File: config.mk
export PLATFORM = sky130hd
export DESIGN_NAME = wfpr_top
export DESIGN_NICKNAME = d
export VERILOG_FILES = /design/src/rtl/wfpr_pkg.sv /design/src/rtl/wfpr_top.sv
export SDC_FILE = /design/constraint.sdc
export NUM_CORES = 1
export LEC_CHECK = 0
export BUFFER_PORTS_ARGS = -buffer_cell sky130_fd_sc_hd__clkbuf_2
export CELL_PAD_IN_SITES_DETAIL_PLACEMENT = 0
export CELL_PAD_IN_SITES_GLOBAL_PLACEMENT = 1
export CORE_ASPECT_RATIO = 1.25
export CORE_MARGIN = 3
export CORE_UTILIZATION = 54
export CTS_BUF_LIST = sky130_fd_sc_hd__clkbuf_8 sky130_fd_sc_hd__clkbuf_16
export DETAILED_ROUTE_END_ITERATION = 10
export MAX_ROUTING_LAYER = met4
export PLACE_DENSITY_LB_ADDON = 0.1
export RECOVER_POWER = 25
export SKIP_LAST_GASP = 1
export SLEW_MARGIN = 20
export SYNTH_ARGS = -nofsm -noshare
export SYNTH_HDL_FRONTEND = slang
export SYNTH_SLANG_ARGS = --single-unit
File: constraint.sdc
create_clock -name clk -period 7 [get_ports clk]
set_input_delay 0 -clock clk [delete_from_list [all_inputs] [get_ports clk]]
set_output_delay 0 -clock clk [all_outputs]
set_load 0.02 [all_outputs]
File: src/rtl/wfpr_pkg.sv
// Function
// Mask word 0 of a pattern selects frame bytes 1 to 16 for the pattern CRC.
// Mask word 1 of a pattern selects frame bytes 17 to 32 for the pattern CRC.
// Mask word 2 of a pattern selects frame bytes 33 to 48 for the pattern CRC.
// Mask word 3 selects bytes 49 to 64, and no byte past the 64th is ever used.
// In each mask word bit 0 is the lowest byte of its group and bit 15 the highest.
// The pattern CRC is the Ethernet 32-bit CRC taken over the masked bytes only.
// The low CRC register of a pattern holds bits 15 to 0 of its expected CRC.
// The high CRC register of a pattern holds bits 31 to 16 of its expected CRC.
// Pattern 1 has four mask words of its own, apart from pattern 0, same grouping.
// Pattern 2 has its own low CRC register, apart from those of patterns 0 and 1.
// A pattern is only detected while its enable bit (bits 0 to 3) is set.
// An enabled pattern is detected when the frame CRC equals its 32-bit expected value.
package wfpr_pkg;

    // ----------------------------------------------------------------
    // Sizes
    // ----------------------------------------------------------------
    localparam int NPAT = 2;
    localparam int NWORD = 4;
    localparam int NCRC_LO = 3;
    localparam int NEN = 4;
    localparam logic [6:0] MATCH_BYTES = 7'h40;

    // ----------------------------------------------------------------
    // Register indices; the byte address is four times the index
    // ----------------------------------------------------------------
    localparam logic [9:0] IDX_CTRL = 10'h12a;
    localparam logic [9:0] IDX_MASK [NPAT][NWORD] = '{
        '{10'h134, 10'h136, 10'h138, 10'h13a},
        '{10'h144, 10'h146, 10'h148, 10'h14a}};
    localparam logic [9:0] IDX_CRC_LO [NCRC_LO] = '{10'h130, 10'h140, 10'h150};
    localparam logic [9:0] IDX_CRC_HI [NPAT] = '{10'h132, 10'h142};
    localparam logic [9:0] IDX_IRQ_STAT = 10'h170;
    localparam logic [9:0] IDX_IRQ_MASK = 10'h172;

    // ----------------------------------------------------------------
    // Reset values and codes
    // ----------------------------------------------------------------
    localparam logic [15:0] REG_RESET = 16'h0000;
    localparam logic [31:0] CRC_INIT = 32'hffffffff;
    localparam logic [31:0] CRC_POLY = 32'hedb88320;
    localparam logic [1:0] RESP_OKAY = 2'h0;
    localparam logic [1:0] RESP_SLVERR = 2'h2;

    typedef struct packed {
        logic valid;
        logic last;
        logic [7:0] data;
    } wfpr_rx_beat_t;

    // Reflected form, data bits fed least significant first
    function automatic logic [31:0] wfpr_crc_byte(input logic [31:0] c, input logic [7:0] d);
        logic [31:0] r;
        r = c;
        for (int i = 0; i < 8; i++)
        begin
            r = (r[0] ^ d[i]) ? ((r >> 1) ^ CRC_POLY) : (r >> 1);
        end
        return r;
    endfunction : wfpr_crc_byte

endpackage : wfpr_pkg

File: src/rtl/wfpr_top.sv
// The AXI4-Lite register port was left to the implementer.
`timescale 1ns/1ps
module wfpr_top (
    input wire logic clk,
    input wire logic reset_n,
    input wire logic [11:0] s_axi_awaddr,
    input wire logic s_axi_awvalid,
    output logic s_axi_awready,
    input wire logic [31:0] s_axi_wdata,
    input wire logic [3:0] s_axi_wstrb,
    input wire logic s_axi_wvalid,
    output logic s_axi_wready,
    output logic [1:0] s_axi_bresp,
    output logic s_axi_bvalid,
    input wire logic s_axi_bready,
    input wire logic [11:0] s_axi_araddr,
    input wire logic s_axi_arvalid,
    output logic s_axi_arready,
    output logic [31:0] s_axi_rdata,
    output logic [1:0] s_axi_rresp,
    output logic s_axi_rvalid,
    input wire logic s_axi_rready,
    input wire wfpr_pkg::wfpr_rx_beat_t rx_beat,
    output logic [wfpr_pkg::NPAT-1:0] pattern_detect,
    output logic irq
);
    import wfpr_pkg::*;

    // ----------------------------------------------------------------
    // Register storage
    // ----------------------------------------------------------------
    logic [NWORD-1:0][15:0] mask_q [NPAT];
    logic [15:0] crc_lo_q [NCRC_LO];
    logic [15:0] crc_hi_q [NPAT];
    logic [NEN-1:0] wake_pattern_control_q;
    logic [NPAT-1:0] irq_stat_q;
    logic [NPAT-1:0] irq_mask_q;
    logic [NPAT-1:0] detect_q;
    logic irq_q;

    // ----------------------------------------------------------------
    // AXI4-Lite write channel
    // ----------------------------------------------------------------
    logic awready_q, wready_q, bvalid_q, aw_held_q, w_held_q;
    logic [1:0] bresp_q;
    logic [9:0] waddr_q;
    logic [31:0] wdata_q;
    logic [3:0] wstrb_q;
    logic wr_go, wr_hit;

    function automatic logic [15:0] merge16(input logic [15:0] old, input logic [31:0] d,
                                            input logic [3:0] s);
        return {s[1] ? d[15:8] : old[15:8], s[0] ? d[7:0] : old[7:0]};
    endfunction : merge16

    assign wr_go = aw_held_q && w_held_q && !bvalid_q;

    always_comb
    begin
        wr_hit = (waddr_q == IDX_CTRL) || (waddr_q == IDX_IRQ_STAT) ||
                 (waddr_q == IDX_IRQ_MASK);
        for (int p = 0; p < NPAT; p++)
        begin
            for (int w = 0; w < NWORD; w++)
            begin
                wr_hit = wr_hit || (waddr_q == IDX_MASK[p][w]);
            end
            wr_hit = wr_hit || (waddr_q == IDX_CRC_HI[p]);
        end
        for (int p = 0; p < NCRC_LO; p++)
        begin
            wr_hit = wr_hit || (waddr_q == IDX_CRC_LO[p]);
        end
    end

    // Address and data are taken in either order; ready drops until the response is taken
    always_ff @(posedge clk or negedge reset_n)
    begin
        if (!reset_n)
        begin
            awready_q <= 1'b0;
            aw_held_q <= 1'b0;
            waddr_q <= 10'h000;
        end
        else if (s_axi_awvalid && awready_q)
        begin
            awready_q <= 1'b0;
            aw_held_q <= 1'b1;
            waddr_q <= s_axi_awaddr[11:2];
        end
        else if (bvalid_q && s_axi_bready)
        begin
            aw_held_q <= 1'b0;
        end
        else if (!aw_held_q && !bvalid_q)
        begin
            awready_q <= 1'b1;
        end
    end

    always_ff @(posedge clk or negedge reset_n)
    begin
        if (!reset_n)
        begin
            wready_q <= 1'b0;
            w_held_q <= 1'b0;
            wdata_q <= 32'h00000000;
            wstrb_q <= 4'h0;
        end
        else if (s_axi_wvalid && wready_q)
        begin
            wready_q <= 1'b0;
            w_held_q <= 1'b1;
            wdata_q <= s_axi_wdata;
            wstrb_q <= s_axi_wstrb;
        end
        else if (bvalid_q && s_axi_bready)
        begin
            w_held_q <= 1'b0;
        end
        else if (!w_held_q && !bvalid_q)
        begin
            wready_q <= 1'b1;
        end
    end

    always_ff @(posedge clk or negedge reset_n)
    begin
        if (!reset_n)
        begin
            bvalid_q <= 1'b0;
            bresp_q <= RESP_OKAY;
        end
        else if (wr_go)
        begin
            bvalid_q <= 1'b1;
            bresp_q <= wr_hit ? RESP_OKAY : RESP_SLVERR;
        end
        else if (s_axi_bready)
        begin
            bvalid_q <= 1'b0;
        end
    end

    // ----------------------------------------------------------------
    // Pattern registers
    // ----------------------------------------------------------------
    always_ff @(posedge clk or negedge reset_n)
    begin
        if (!reset_n)
        begin
            for (int p = 0; p < NPAT; p++)
            begin
                mask_q[p] <= {NWORD{REG_RESET}};
                crc_hi_q[p] <= REG_RESET;
            end
            for (int p = 0; p < NCRC_LO; p++)
            begin
                crc_lo_q[p] <= REG_RESET;
            end
        end
        else if (wr_go)
        begin
            for (int p = 0; p < NPAT; p++)
            begin
                for (int w = 0; w < NWORD; w++)
                begin
                    if (waddr_q == IDX_MASK[p][w])
                    begin
                        mask_q[p][w] <= merge16(mask_q[p][w], wdata_q, wstrb_q);
                    end
                end
                if (waddr_q == IDX_CRC_HI[p])
                begin
                    crc_hi_q[p] <= merge16(crc_hi_q[p], wdata_q, wstrb_q);
                end
            end
            for (int p = 0; p < NCRC_LO; p++)
            begin
                if (waddr_q == IDX_CRC_LO[p])
                begin
                    crc_lo_q[p] <= merge16(crc_lo_q[p], wdata_q, wstrb_q);
                end
            end
        end
    end

    // Bit 7 and the reserved bits are not kept and read back as zero
    always_ff @(posedge clk or negedge reset_n)
    begin
        if (!reset_n)
        begin
            wake_pattern_control_q <= 4'h0;
            irq_mask_q <= '0;
        end
        else if (wr_go && waddr_q == IDX_CTRL)
        begin
            wake_pattern_control_q <= 4'(merge16({12'h000, wake_pattern_control_q},
                                                 wdata_q, wstrb_q));
        end
        else if (wr_go && waddr_q == IDX_IRQ_MASK)
        begin
            irq_mask_q <= wstrb_q[0] ? wdata_q[NPAT-1:0] : irq_mask_q;
        end
    end

    // ----------------------------------------------------------------
    // Frame matching
    // ----------------------------------------------------------------
    logic [6:0] cnt_q;
    logic [31:0] crc_q [NPAT];
    logic [31:0] crc_nx [NPAT];
    logic in_range;

    assign in_range = cnt_q < MATCH_BYTES;

    always_comb
    begin
        for (int p = 0; p < NPAT; p++)
        begin
            // Word from byte count bits 5:4, bit from 3:0, lowest byte at bit 0
            if (in_range && mask_q[p][cnt_q[5:4]][cnt_q[3:0]])
            begin
                crc_nx[p] = wfpr_crc_byte(crc_q[p], rx_beat.data);
            end
            else
            begin
                crc_nx[p] = crc_q[p];
            end
        end
    end

    // Count saturates at 64 so a long frame never wraps back into the mask
    always_ff @(posedge clk or negedge reset_n)
    begin
        if (!reset_n)
        begin
            cnt_q <= 7'h00;
            for (int p = 0; p < NPAT; p++)
            begin
                crc_q[p] <= CRC_INIT;
            end
        end
        else if (rx_beat.valid)
        begin
            cnt_q <= rx_beat.last ? 7'h00 : (in_range ? cnt_q + 7'h01 : cnt_q);
            for (int p = 0; p < NPAT; p++)
            begin
                crc_q[p] <= rx_beat.last ? CRC_INIT : crc_nx[p];
            end
        end
    end

    always_ff @(posedge clk or negedge reset_n)
    begin
        if (!reset_n)
        begin
            detect_q <= '0;
        end
        else
        begin
            for (int p = 0; p < NPAT; p++)
            begin
                detect_q[p] <= rx_beat.valid && rx_beat.last && wake_pattern_control_q[p] &&
                               (~crc_nx[p] == {crc_hi_q[p], crc_lo_q[p]});
            end
        end
    end

    // ----------------------------------------------------------------
    // Interrupts
    // ----------------------------------------------------------------
    logic [NPAT-1:0] stat_clr;

    assign stat_clr = (wr_go && waddr_q == IDX_IRQ_STAT && wstrb_q[0]) ?
                      wdata_q[NPAT-1:0] : '0;

    // A detection in the clearing cycle survives the clear
    always_ff @(posedge clk or negedge reset_n)
    begin
        if (!reset_n)
        begin
            irq_stat_q <= '0;
            irq_q <= 1'b0;
        end
        else
        begin
            irq_stat_q <= (irq_stat_q & ~stat_clr) | detect_q;
            irq_q <= |(irq_stat_q & irq_mask_q);
        end
    end

    // ----------------------------------------------------------------
    // AXI4-Lite read channel
    // ----------------------------------------------------------------
    logic arready_q, rvalid_q;
    logic [31:0] rdata_q;
    logic [1:0] rresp_q;
    logic rd_hit;
    logic [15:0] rd_val;
    logic [9:0] ridx;

    assign ridx = s_axi_araddr[11:2];

    always_comb
    begin
        rd_hit = 1'b1;
        rd_val = REG_RESET;
        if (ridx == IDX_CTRL)
            rd_val = {12'h000, wake_pattern_control_q};
        else if (ridx == IDX_IRQ_STAT)
            rd_val = {14'h0000, irq_stat_q};
        else if (ridx == IDX_IRQ_MASK)
            rd_val = {14'h0000, irq_mask_q};
        else
            rd_hit = 1'b0;
        for (int p = 0; p < NPAT; p++)
        begin
            for (int w = 0; w < NWORD; w++)
            begin
                if (ridx == IDX_MASK[p][w])
                begin
                    rd_hit = 1'b1;
                    rd_val = mask_q[p][w];
                end
            end
            if (ridx == IDX_CRC_HI[p])
            begin
                rd_hit = 1'b1;
                rd_val = crc_hi_q[p];
            end
        end
        for (int p = 0; p < NCRC_LO; p++)
        begin
            if (ridx == IDX_CRC_LO[p])
            begin
                rd_hit = 1'b1;
                rd_val = crc_lo_q[p];
            end
        end
    end

    always_ff @(posedge clk or negedge reset_n)
    begin
        if (!reset_n)
        begin
            arready_q <= 1'b0;
            rvalid_q <= 1'b0;
            rdata_q <= 32'h00000000;
            rresp_q <= RESP_OKAY;
        end
        else if (s_axi_arvalid && arready_q)
        begin
            arready_q <= 1'b0;
            rvalid_q <= 1'b1;
            rdata_q <= {16'h0000, rd_val};
            rresp_q <= rd_hit ? RESP_OKAY : RESP_SLVERR;
        end
        else if (rvalid_q && s_axi_rready)
        begin
            rvalid_q <= 1'b0;
        end
        else if (!rvalid_q)
        begin
            arready_q <= 1'b1;
        end
    end

    assign s_axi_awready = awready_q;
    assign s_axi_wready = wready_q;
    assign s_axi_bvalid = bvalid_q;
    assign s_axi_bresp = bresp_q;
    assign s_axi_arready = arready_q;
    assign s_axi_rvalid = rvalid_q;
    assign s_axi_rdata = rdata_q;
    assign s_axi_rresp = rresp_q;
    assign pattern_detect = detect_q;
    assign irq = irq_q;
endmodule : wfpr_top

==> qor.yml, run 1 <==
global_routing:
  antenna_found_initial: 0
  grt_pass1_vias: 14100
  grt_max_degree: 175
  grt_overflow_total: 0
  grt_first_pass_wirelength_um: 86100
  gr-usage-all-layers_pct: 30.4
run:
  drv_cap: 2
critical_path:
  cp.required_ns: 7.42
  worstSetupPathType: "reg -> reg"
  critPathCaptureType: "register"
  r2r_slack_ns: 1.95
  rr_startpoint: "cnt_q[4]"
  r2r_end: "pattern_detect[0]"
  r2r_cells: 12
  setup.worst_path.end: "pattern_detect[0]"
  cp_max_fo: 35
  crit_arrival_ns: 5.47
  crit_start: "cnt_q[4]"
  start_kind: "register"
cells_and_area:
  final_cell_mix: "dfrtp_1, mux2_2, xnor2_1, nor2_1, a21oi_1"
  antenna_cells: 0
  final_nets: 1830
  area_delta_synth_final_pct: 12.6
  final_common_cell: "dfrtp_1"
  design_area_mm2: 0.0214
  fin_cells: 2249
  drive_gt1_share_pct: 27.8
routing:
  firstDrtPassIters: 5
  via_per_inst: 6.17
  vias: 13900
  drc: 0
  drt-total-wl_um: 55200
  detail-route-antenna-nets: 0
  detail_route.wl_per_cell_um: 24.5
  drt_iter0_drc: 1201
timing:
  max_slew_margin_pct: -241
  drv_slew: 144
  setup_viol_count_final: 0
  min_period_ns: 5.05
  whs_ns: 0.0230
  hold_viol: 0
  skew_ns: 0.0177
  finalCritPeriodShare_pct: 72.2
  worst_slack_ns: 1.95
  worst_slew_pin_slew_ns: 5.12
  max_freq_ghz: 0.198
  final.setup.tns_ns: 0
  rsz0062_at_grt: "no"
yosys:
  yosysSeqAreaShare_pct: 45.5
  yosysWarnings: 0
  synth-edff-count: 0
  syn_avg_cell_area_um2: 11.4
  synth_cells: 1671
  ys_ff_latch: 343
  ys_async_sr_fraction_pct: 100
  synthTopCellsByArea: "dfrtp_1, mux2_2, dfstp_2, xnor2_1, mux2i_1"
  syn-cell-area_mm2: 0.0190
  synth-main-ff-cell: "dfrtp_1"
  synth_top_area_share_pct: 36.7
  synth_cell_type_count: 75
  synth_top_cell_by_area: "dfrtp_1"
floorplan:
  rows: 76
  initial_core_util_pct: 55.0
  coreArea_mm2: 0.0346
  die_w_um: 174
  ios: 121
  dieArea_mm2: 0.0376
  die-height_um: 216
placed_design:
  dp_slack_ns: 2.13
  dpl.hpwl_um: 39600
  numPlacedInstances: 2146
  dpl_cell_area_mm2: 0.0198
  numPortBuffers: 80
  place_congestion: 0.899
clock_network:
  cts_buffer_depth: 3
  cts_max_level: 2
  cts_tree: "yes"
  insertion_delay_ns: 0.54
  path_clk_slew_ns: 0.06
  root_buffer: "clkbuf_16"
  numCtsBuffers: 38
  cts_resized: 0
  cts.sinks: 343
hold_path:
  hold_path_class: "in -> reg"
pwr:
  power_density_mw_per_mm2: 409
  peakVddDrop_v: 0.000266
  p_leak_nw: 9.45
run_status:
  status: "complete, but fails checks"
  violations: "capacitance limit, slew limit"
flip-flops by register name, indices dropped and copies added, names as in the netlist, 2 cells and up:
signal                  flops
s_axi_rdata                16
wake_pattern_control_q      4
cnt_q                       7
crc_hi_q                   32
pattern_detect              2
waddr_q                    10
mask_q                    128
crc_q                      64
irq_stat_q                  2
irq_mask_q                  2
wdata_q                    16
wstrb_q                     2
crc_lo_q                   48
cells by family after synthesis:
| family | share of synthesized area [%] |
|---|---|
| compound gates | 11.4 |
| xor+xnor | 9.90 |
| fa+ha+maj | 0.0657 |
| buf+inv | 3.44 |
| flops | 45.5 |
| mux | 21.7 |
| other cells | 0.0197 |
| simple gates | 7.98 |
what timing repair did:
item | 4_1_cts | 5_1_grt
endpoints found under the hold margin | 131 | 0
setup buffers | 0 | 0
hold buffers | 34 | 0
cell usage after synthesis, types with 3 or more instances:
cell type,count
nor3b_1,7
o22ai_1,55
o21ai_0,40
buf_4,22
o21a_1,3
a22o_1,15
clkbuf_1,73
and3_1,13
nand2_1,72
mux4_1,7
dfstp_2,64
a211oi_1,10
nor2_1,109
nand2b_1,10
dfrtp_1,279
buf_6,4
nand3_1,15
mux2i_1,84
xnor2_1,136
nor4_1,16
or3_1,4
a221o_1,7
xnor2_2,6
o22a_1,6
mux4_2,16
a221oi_1,27
a21o_1,3
a31oi_1,21
inv_1,9
buf_2,14
nor3_1,21
a21oi_1,89
a22oi_1,20
mux2_2,244
o21ai_1,5
nand3b_1,6
nand4_1,16
xor2_1,65
o31ai_1,5
a222oi_1,8
metal layers:
metal	share of wire (%)	GRT usage, %	vias up
met1	42	39.1	7047
met2	49	49.7	442
met4	3.9	11.2	0
li1	-	-	6277
met5	0	-	-
met3	4.8	3.63	104
where the power goes:
| part | switching (W) | internal (W) | leakage [nW] |
|---|---|---|---|
| Sequential | 0.000587 | 0.00240 | 4.48 |
| Clock | 0.000853 | 0.00136 | 0.694 |
| Combinational | 0.00195 | 0.00160 | 4.28 |
| Total | 0.00339 | 0.00537 | 9.45 |
cell type report:
cell class,count,area (um^2)
multi-input cells,1217,9840
flip-flops and latches,343,8660
repair buffers,142,930
clock buffers,41,992
inverters,10,37.5
clock inverters,28,380
well taps,468,586
fillers,2952,13200
metrics by stage:
step | util, % | power [W]
floorplan | - | 0.00564
global placement | 57.1 | 0.00650
detailed placement | 57.1 | 0.00656
CTS | 62.0 | 0.00881
global route | 61.9 | 0.00928
finish | 61.9 | 0.00876
how the worst min path moves through the flow:
| stage | cells past startpoint | slack (ns) | startpoint | end |
|---|---|---|---|---|
| CTS | 3 | 0.008 | rx_beat[9] | crc_q[32] |
| global route | 3 | 0.05 | rx_beat[9] | crc_q[43] |
| floorplan | 0 | -0.30 | reset_n | aw_held_q |
| finish | 3 | 0.02 | rx_beat[9] | crc_q[32] |
| global placement | 1 | 0.10 | reset_n | crc_lo_q[44] |
| detailed placement | 1 | 0.1 | reset_n | s_axi_rdata[12] |
worst max-delay path, cell delays in order, from the launching register on:
cell      delay [ns]
dfrtp_2         1.09
buf_4           0.42
mux2i_1         0.13
a22oi_1         0.18
nand3_1         0.10
and3_1          0.24
a211oi_4        0.89
buf_4           0.40
mux2i_1         0.38
xnor2_1         0.16
nand4_1         0.13
nor4_1          0.38
and4_1          0.39
Note: power is estimated with default switching activity, not from simulation.
==> run 2, diff against run 1 <==
--- a/config.mk
+++ b/config.mk
@@ -5,12 +5,13 @@
 export SDC_FILE = /design/constraint.sdc
 export NUM_CORES = 1
 export LEC_CHECK = 0
+export ABC_AREA = 1
 export BUFFER_PORTS_ARGS = -buffer_cell sky130_fd_sc_hd__clkbuf_2
 export CELL_PAD_IN_SITES_DETAIL_PLACEMENT = 0
 export CELL_PAD_IN_SITES_GLOBAL_PLACEMENT = 1
 export CORE_ASPECT_RATIO = 1.25
 export CORE_MARGIN = 3
-export CORE_UTILIZATION = 54
+export CORE_UTILIZATION = 45
 export CTS_BUF_LIST = sky130_fd_sc_hd__clkbuf_8 sky130_fd_sc_hd__clkbuf_16
 export DETAILED_ROUTE_END_ITERATION = 10
 export MAX_ROUTING_LAYER = met4
==> constraint.sdc (replaced) <==
create_clock -name clk -period 5 [get_ports clk]
set_input_delay 0 -clock clk [delete_from_list [all_inputs] [get_ports clk]]
set_output_delay 0 -clock clk [all_outputs]
set_load 0.02 [all_outputs]
==> run 2 against run 1 <==
  * The flow still finishes with violations (capacitance limit, slew limit)
  * First-iteration DRC count increased by 13%
  * Cell count increased by 57%
  * Highest routed layer unchanged
  * Sequential cell count unchanged
  * Sequential power increased by 16%
==> qor.yml, run 2 <==
run_status:
  status: "complete, but fails checks"
  violations: "capacitance limit, slew limit"
pwr:
  finalPower_w: 0.0105
  peakVddDrop_v: 0.000425
  p_leak_nw: 11.1
  power_density_mw_per_mm2: 457
global_routing:
  gr-usage-all-layers_pct: 31.3
  grt_pass1_vias: 18200
  grt_first_pass_wirelength_um: 112000
  antenna_found_initial: 0
  grt_overflow_total: 0
  grt_max_degree: 127
floorplan:
  rows: 86
  die-height_um: 243
  initial_core_util_pct: 45.7
  coreArea_mm2: 0.0443
  die_w_um: 196
  ios: 121
  dieArea_mm2: 0.0476
clock_network:
  insertion_delay_ns: 0.58
  cts_max_level: 2
  root_buffer: "clkbuf_16"
  cts_resized: 0
  path_clk_slew_ns: 0.07
  post_cts_buffers: 0
  cts.sinks: 343
  cts_tree: "yes"
  numCtsBuffers: 39
  cts_buffer_depth: 3
placed_design:
  numPortBuffers: 80
  place_congestion: 0.931
  dpl.hpwl_um: 53100
  numPlacedInstances: 3431
critical_path:
  critPathCaptureType: "register"
  r2r_slack_ns: 1.45
  r2r_end: "pattern_detect[0]"
  crit_buf_inv: 6
  slowest_delay_ns: 0.70
  rr_startpoint: "cnt_q[4]"
  crit_arrival_ns: 4.00
  cpMaxStageDelayCell: "dfrtp_2"
  r2r_cells: 22
  cp_max_fo: 58
  crit_top_cell: "nand2_1"
  crit_chain: "buf_12, o21ai_0, nand2_1, nand3_1, nand3_1, nand2_1, nand2_1, nand2_1, inv_1, nand2_2, nand2_2, buf_4, inv_1, buf_4, nand2_1, buf_4, nand3b_1, nand2_1, nand2_1, nor2_1, nand3_1, nor2_1"
  cp_top_family: "simple AND/OR/NAND/NOR gates"
  start_kind: "register"
  worstSetupPathType: "reg -> reg"
  cp.required_ns: 5.45
hold_path:
  hold_path_end: "s_axi_rdata[3]"
  whs_path_depth: 8
  hp-start: "s_axi_araddr[7]"
  hold_path_class: "in -> reg"
yosys:
  synth_cells: 2831
  synth-main-ff-cell: "dfrtp_1"
  syn_avg_cell_area_um2: 7.16
  synthTopCellsByArea: "dfrtp_1, nand2_1, dfstp_2, o21ai_0, inv_1"
  synth_cell_type_count: 49
  syn-cell-area_mm2: 0.0203
  yosysWarnings: 0
  synth-edff-count: 0
  synth_top_cell_by_area: "dfrtp_1"
  ys_ff_latch: 343
  synth_most_common_cell: "nand2_1"
  synth_top_area_share_pct: 34.5
  synth_common_cells: "nand2_1, inv_1, o21ai_0"
  ys_async_sr_fraction_pct: 100
  yosysSeqAreaShare_pct: 42.7
run:
  drv_cap: 1
timing:
  drv_slew: 106
  final.setup.tns_ns: 0
  min_period_ns: 3.55
  rsz0062_at_grt: "no"
  skew_ns: 0.0267
  hold_viol: 0
  finalCritPeriodShare_pct: 71.0
  max_slew_margin_pct: -101
  worst_slew_pin_slew_ns: 3.01
  setup_viol_count_final: 0
  max_freq_ghz: 0.282
routing:
  vias: 19100
  detail_route.wl_per_cell_um: 20.6
  detail-route-antenna-nets: 0
  drt-total-wl_um: 72900
  drc: 0
  drt_iter0_drc: 1358
  firstDrtPassIters: 6
  via_per_inst: 5.41
cells_and_area:
  area_delta_synth_final_pct: 13.8
  biggestRegsByFlops: "mask_q (128), crc_q (64), crc_lo_q (48)"
  fin_cells: 3540
  largest_reg_flops: 128
  final_nets: 3017
  final_cell_mix: "nand2_1, inv_1, o21ai_0, dfrtp_1, nand3_1"
  final_common_cell: "nand2_1"
  largest_register: "mask_q"
  drive_gt1_share_pct: 9.30
run 2: metal layers:
| metal | global-route usage (%) | share of wire [%] | up-vias |
|---|---|---|---|
| met4 | 13.0 | 4.7 | 0 |
| met2 | 51.9 | 49 | 598 |
| met5 | - | 0 | - |
| li1 | - | - | 9269 |
| met3 | 2.54 | 4.8 | 134 |
| met1 | 39.6 | 42 | 9148 |
run 2: logic make-up (layout without fill, tap and decap cells):
| kind of cell | after synthesis | after routing | share of synthesized area (%) |
|---|---|---|---|
| DFF | 343 | 343 | 42.7 |
| xor gates and xnor gates | 129 | 129 | 5.74 |
| other | 1 | 19 | 0.0185 |
| AOI/OAI and AO/OA | 488 | 488 | 13.6 |
| buffers and inverters | 488 | 607 | 9.79 |
| adders and majority gates | 1 | 1 | 0.0617 |
| and+or+nand+nor | 1381 | 1381 | 28.1 |
run 2: final cells by class:
cell class / count / area, um^2
diodes: 1 / 2.50
clock buffers: 45 / 1060
clock inverters: 24 / 244
fillers: 4451 / 21300
inverters: 349 / 1310
multi-input cells: 2017 / 9710
flip-flops and latches: 343 / 8660
well taps: 572 / 716
repair buffers: 189 / 1360
run 2: repair_timing:
item,CTS,global route
endpoints found under the setup margin,0,0
endpoints found under the hold margin,150,0
hold buffers,38,0
run 2: report_power, final:
part           leakage, nW  internal [W]  switching [W]
Combinational         5.97       0.00134        0.00273
Sequential            4.50       0.00324       0.000239
Clock                0.679       0.00177        0.00123
Total                 11.1       0.00634        0.00420
run 2: worst register-to-register path, stage by stage (launching register included):
cell and delay (ns):
dfrtp_2 0.70, buf_12 0.34, o21ai_0 0.20, nand2_1 0.08
nand3_1 0.09, nand3_1 0.10, nand2_1 0.08, nand2_1 0.06
nand2_1 0.05, inv_1 0.12, nand2_2 0.19, nand2_2 0.16
buf_4 0.24, inv_1 0.08, buf_4 0.15, nand2_1 0.10
buf_4 0.12, nand3b_1 0.06, nand2_1 0.07, nand2_1 0.05
nor2_1 0.11, nand3_1 0.09, nor2_1 0.21
run 2: per-stage QoR:
stage | hold WS (ns) | util (%) | setup WS (ns) | cell area, um^2
floorplan | -0.296 | - | 2.73 | 20300
global placement | 0.150 | 48.3 | 1.50 | 21400
finish | 0.0412 | 52.0 | 1.45 | 23100
global route | 0.111 | 52.0 | 1.19 | 23100
CTS | 0.00600 | 52.1 | 1.43 | 23100
detailed placement | 0.155 | 48.3 | 1.48 | 21400
run 2: worst max path at each step:
stage               slack (ns)  startpoint  cells after the start                end
finish                    1.45    cnt_q[4]                     22  pattern_detect[0]
global route              1.19    cnt_q[4]                     19  pattern_detect[1]
CTS                       1.43    cnt_q[4]                     22  pattern_detect[0]
detailed placement        1.48    cnt_q[4]                     22  pattern_detect[0]
global placement          1.50    cnt_q[4]                     22  pattern_detect[0]
floorplan                 2.73    crc_q[0]                     19  pattern_detect[1]
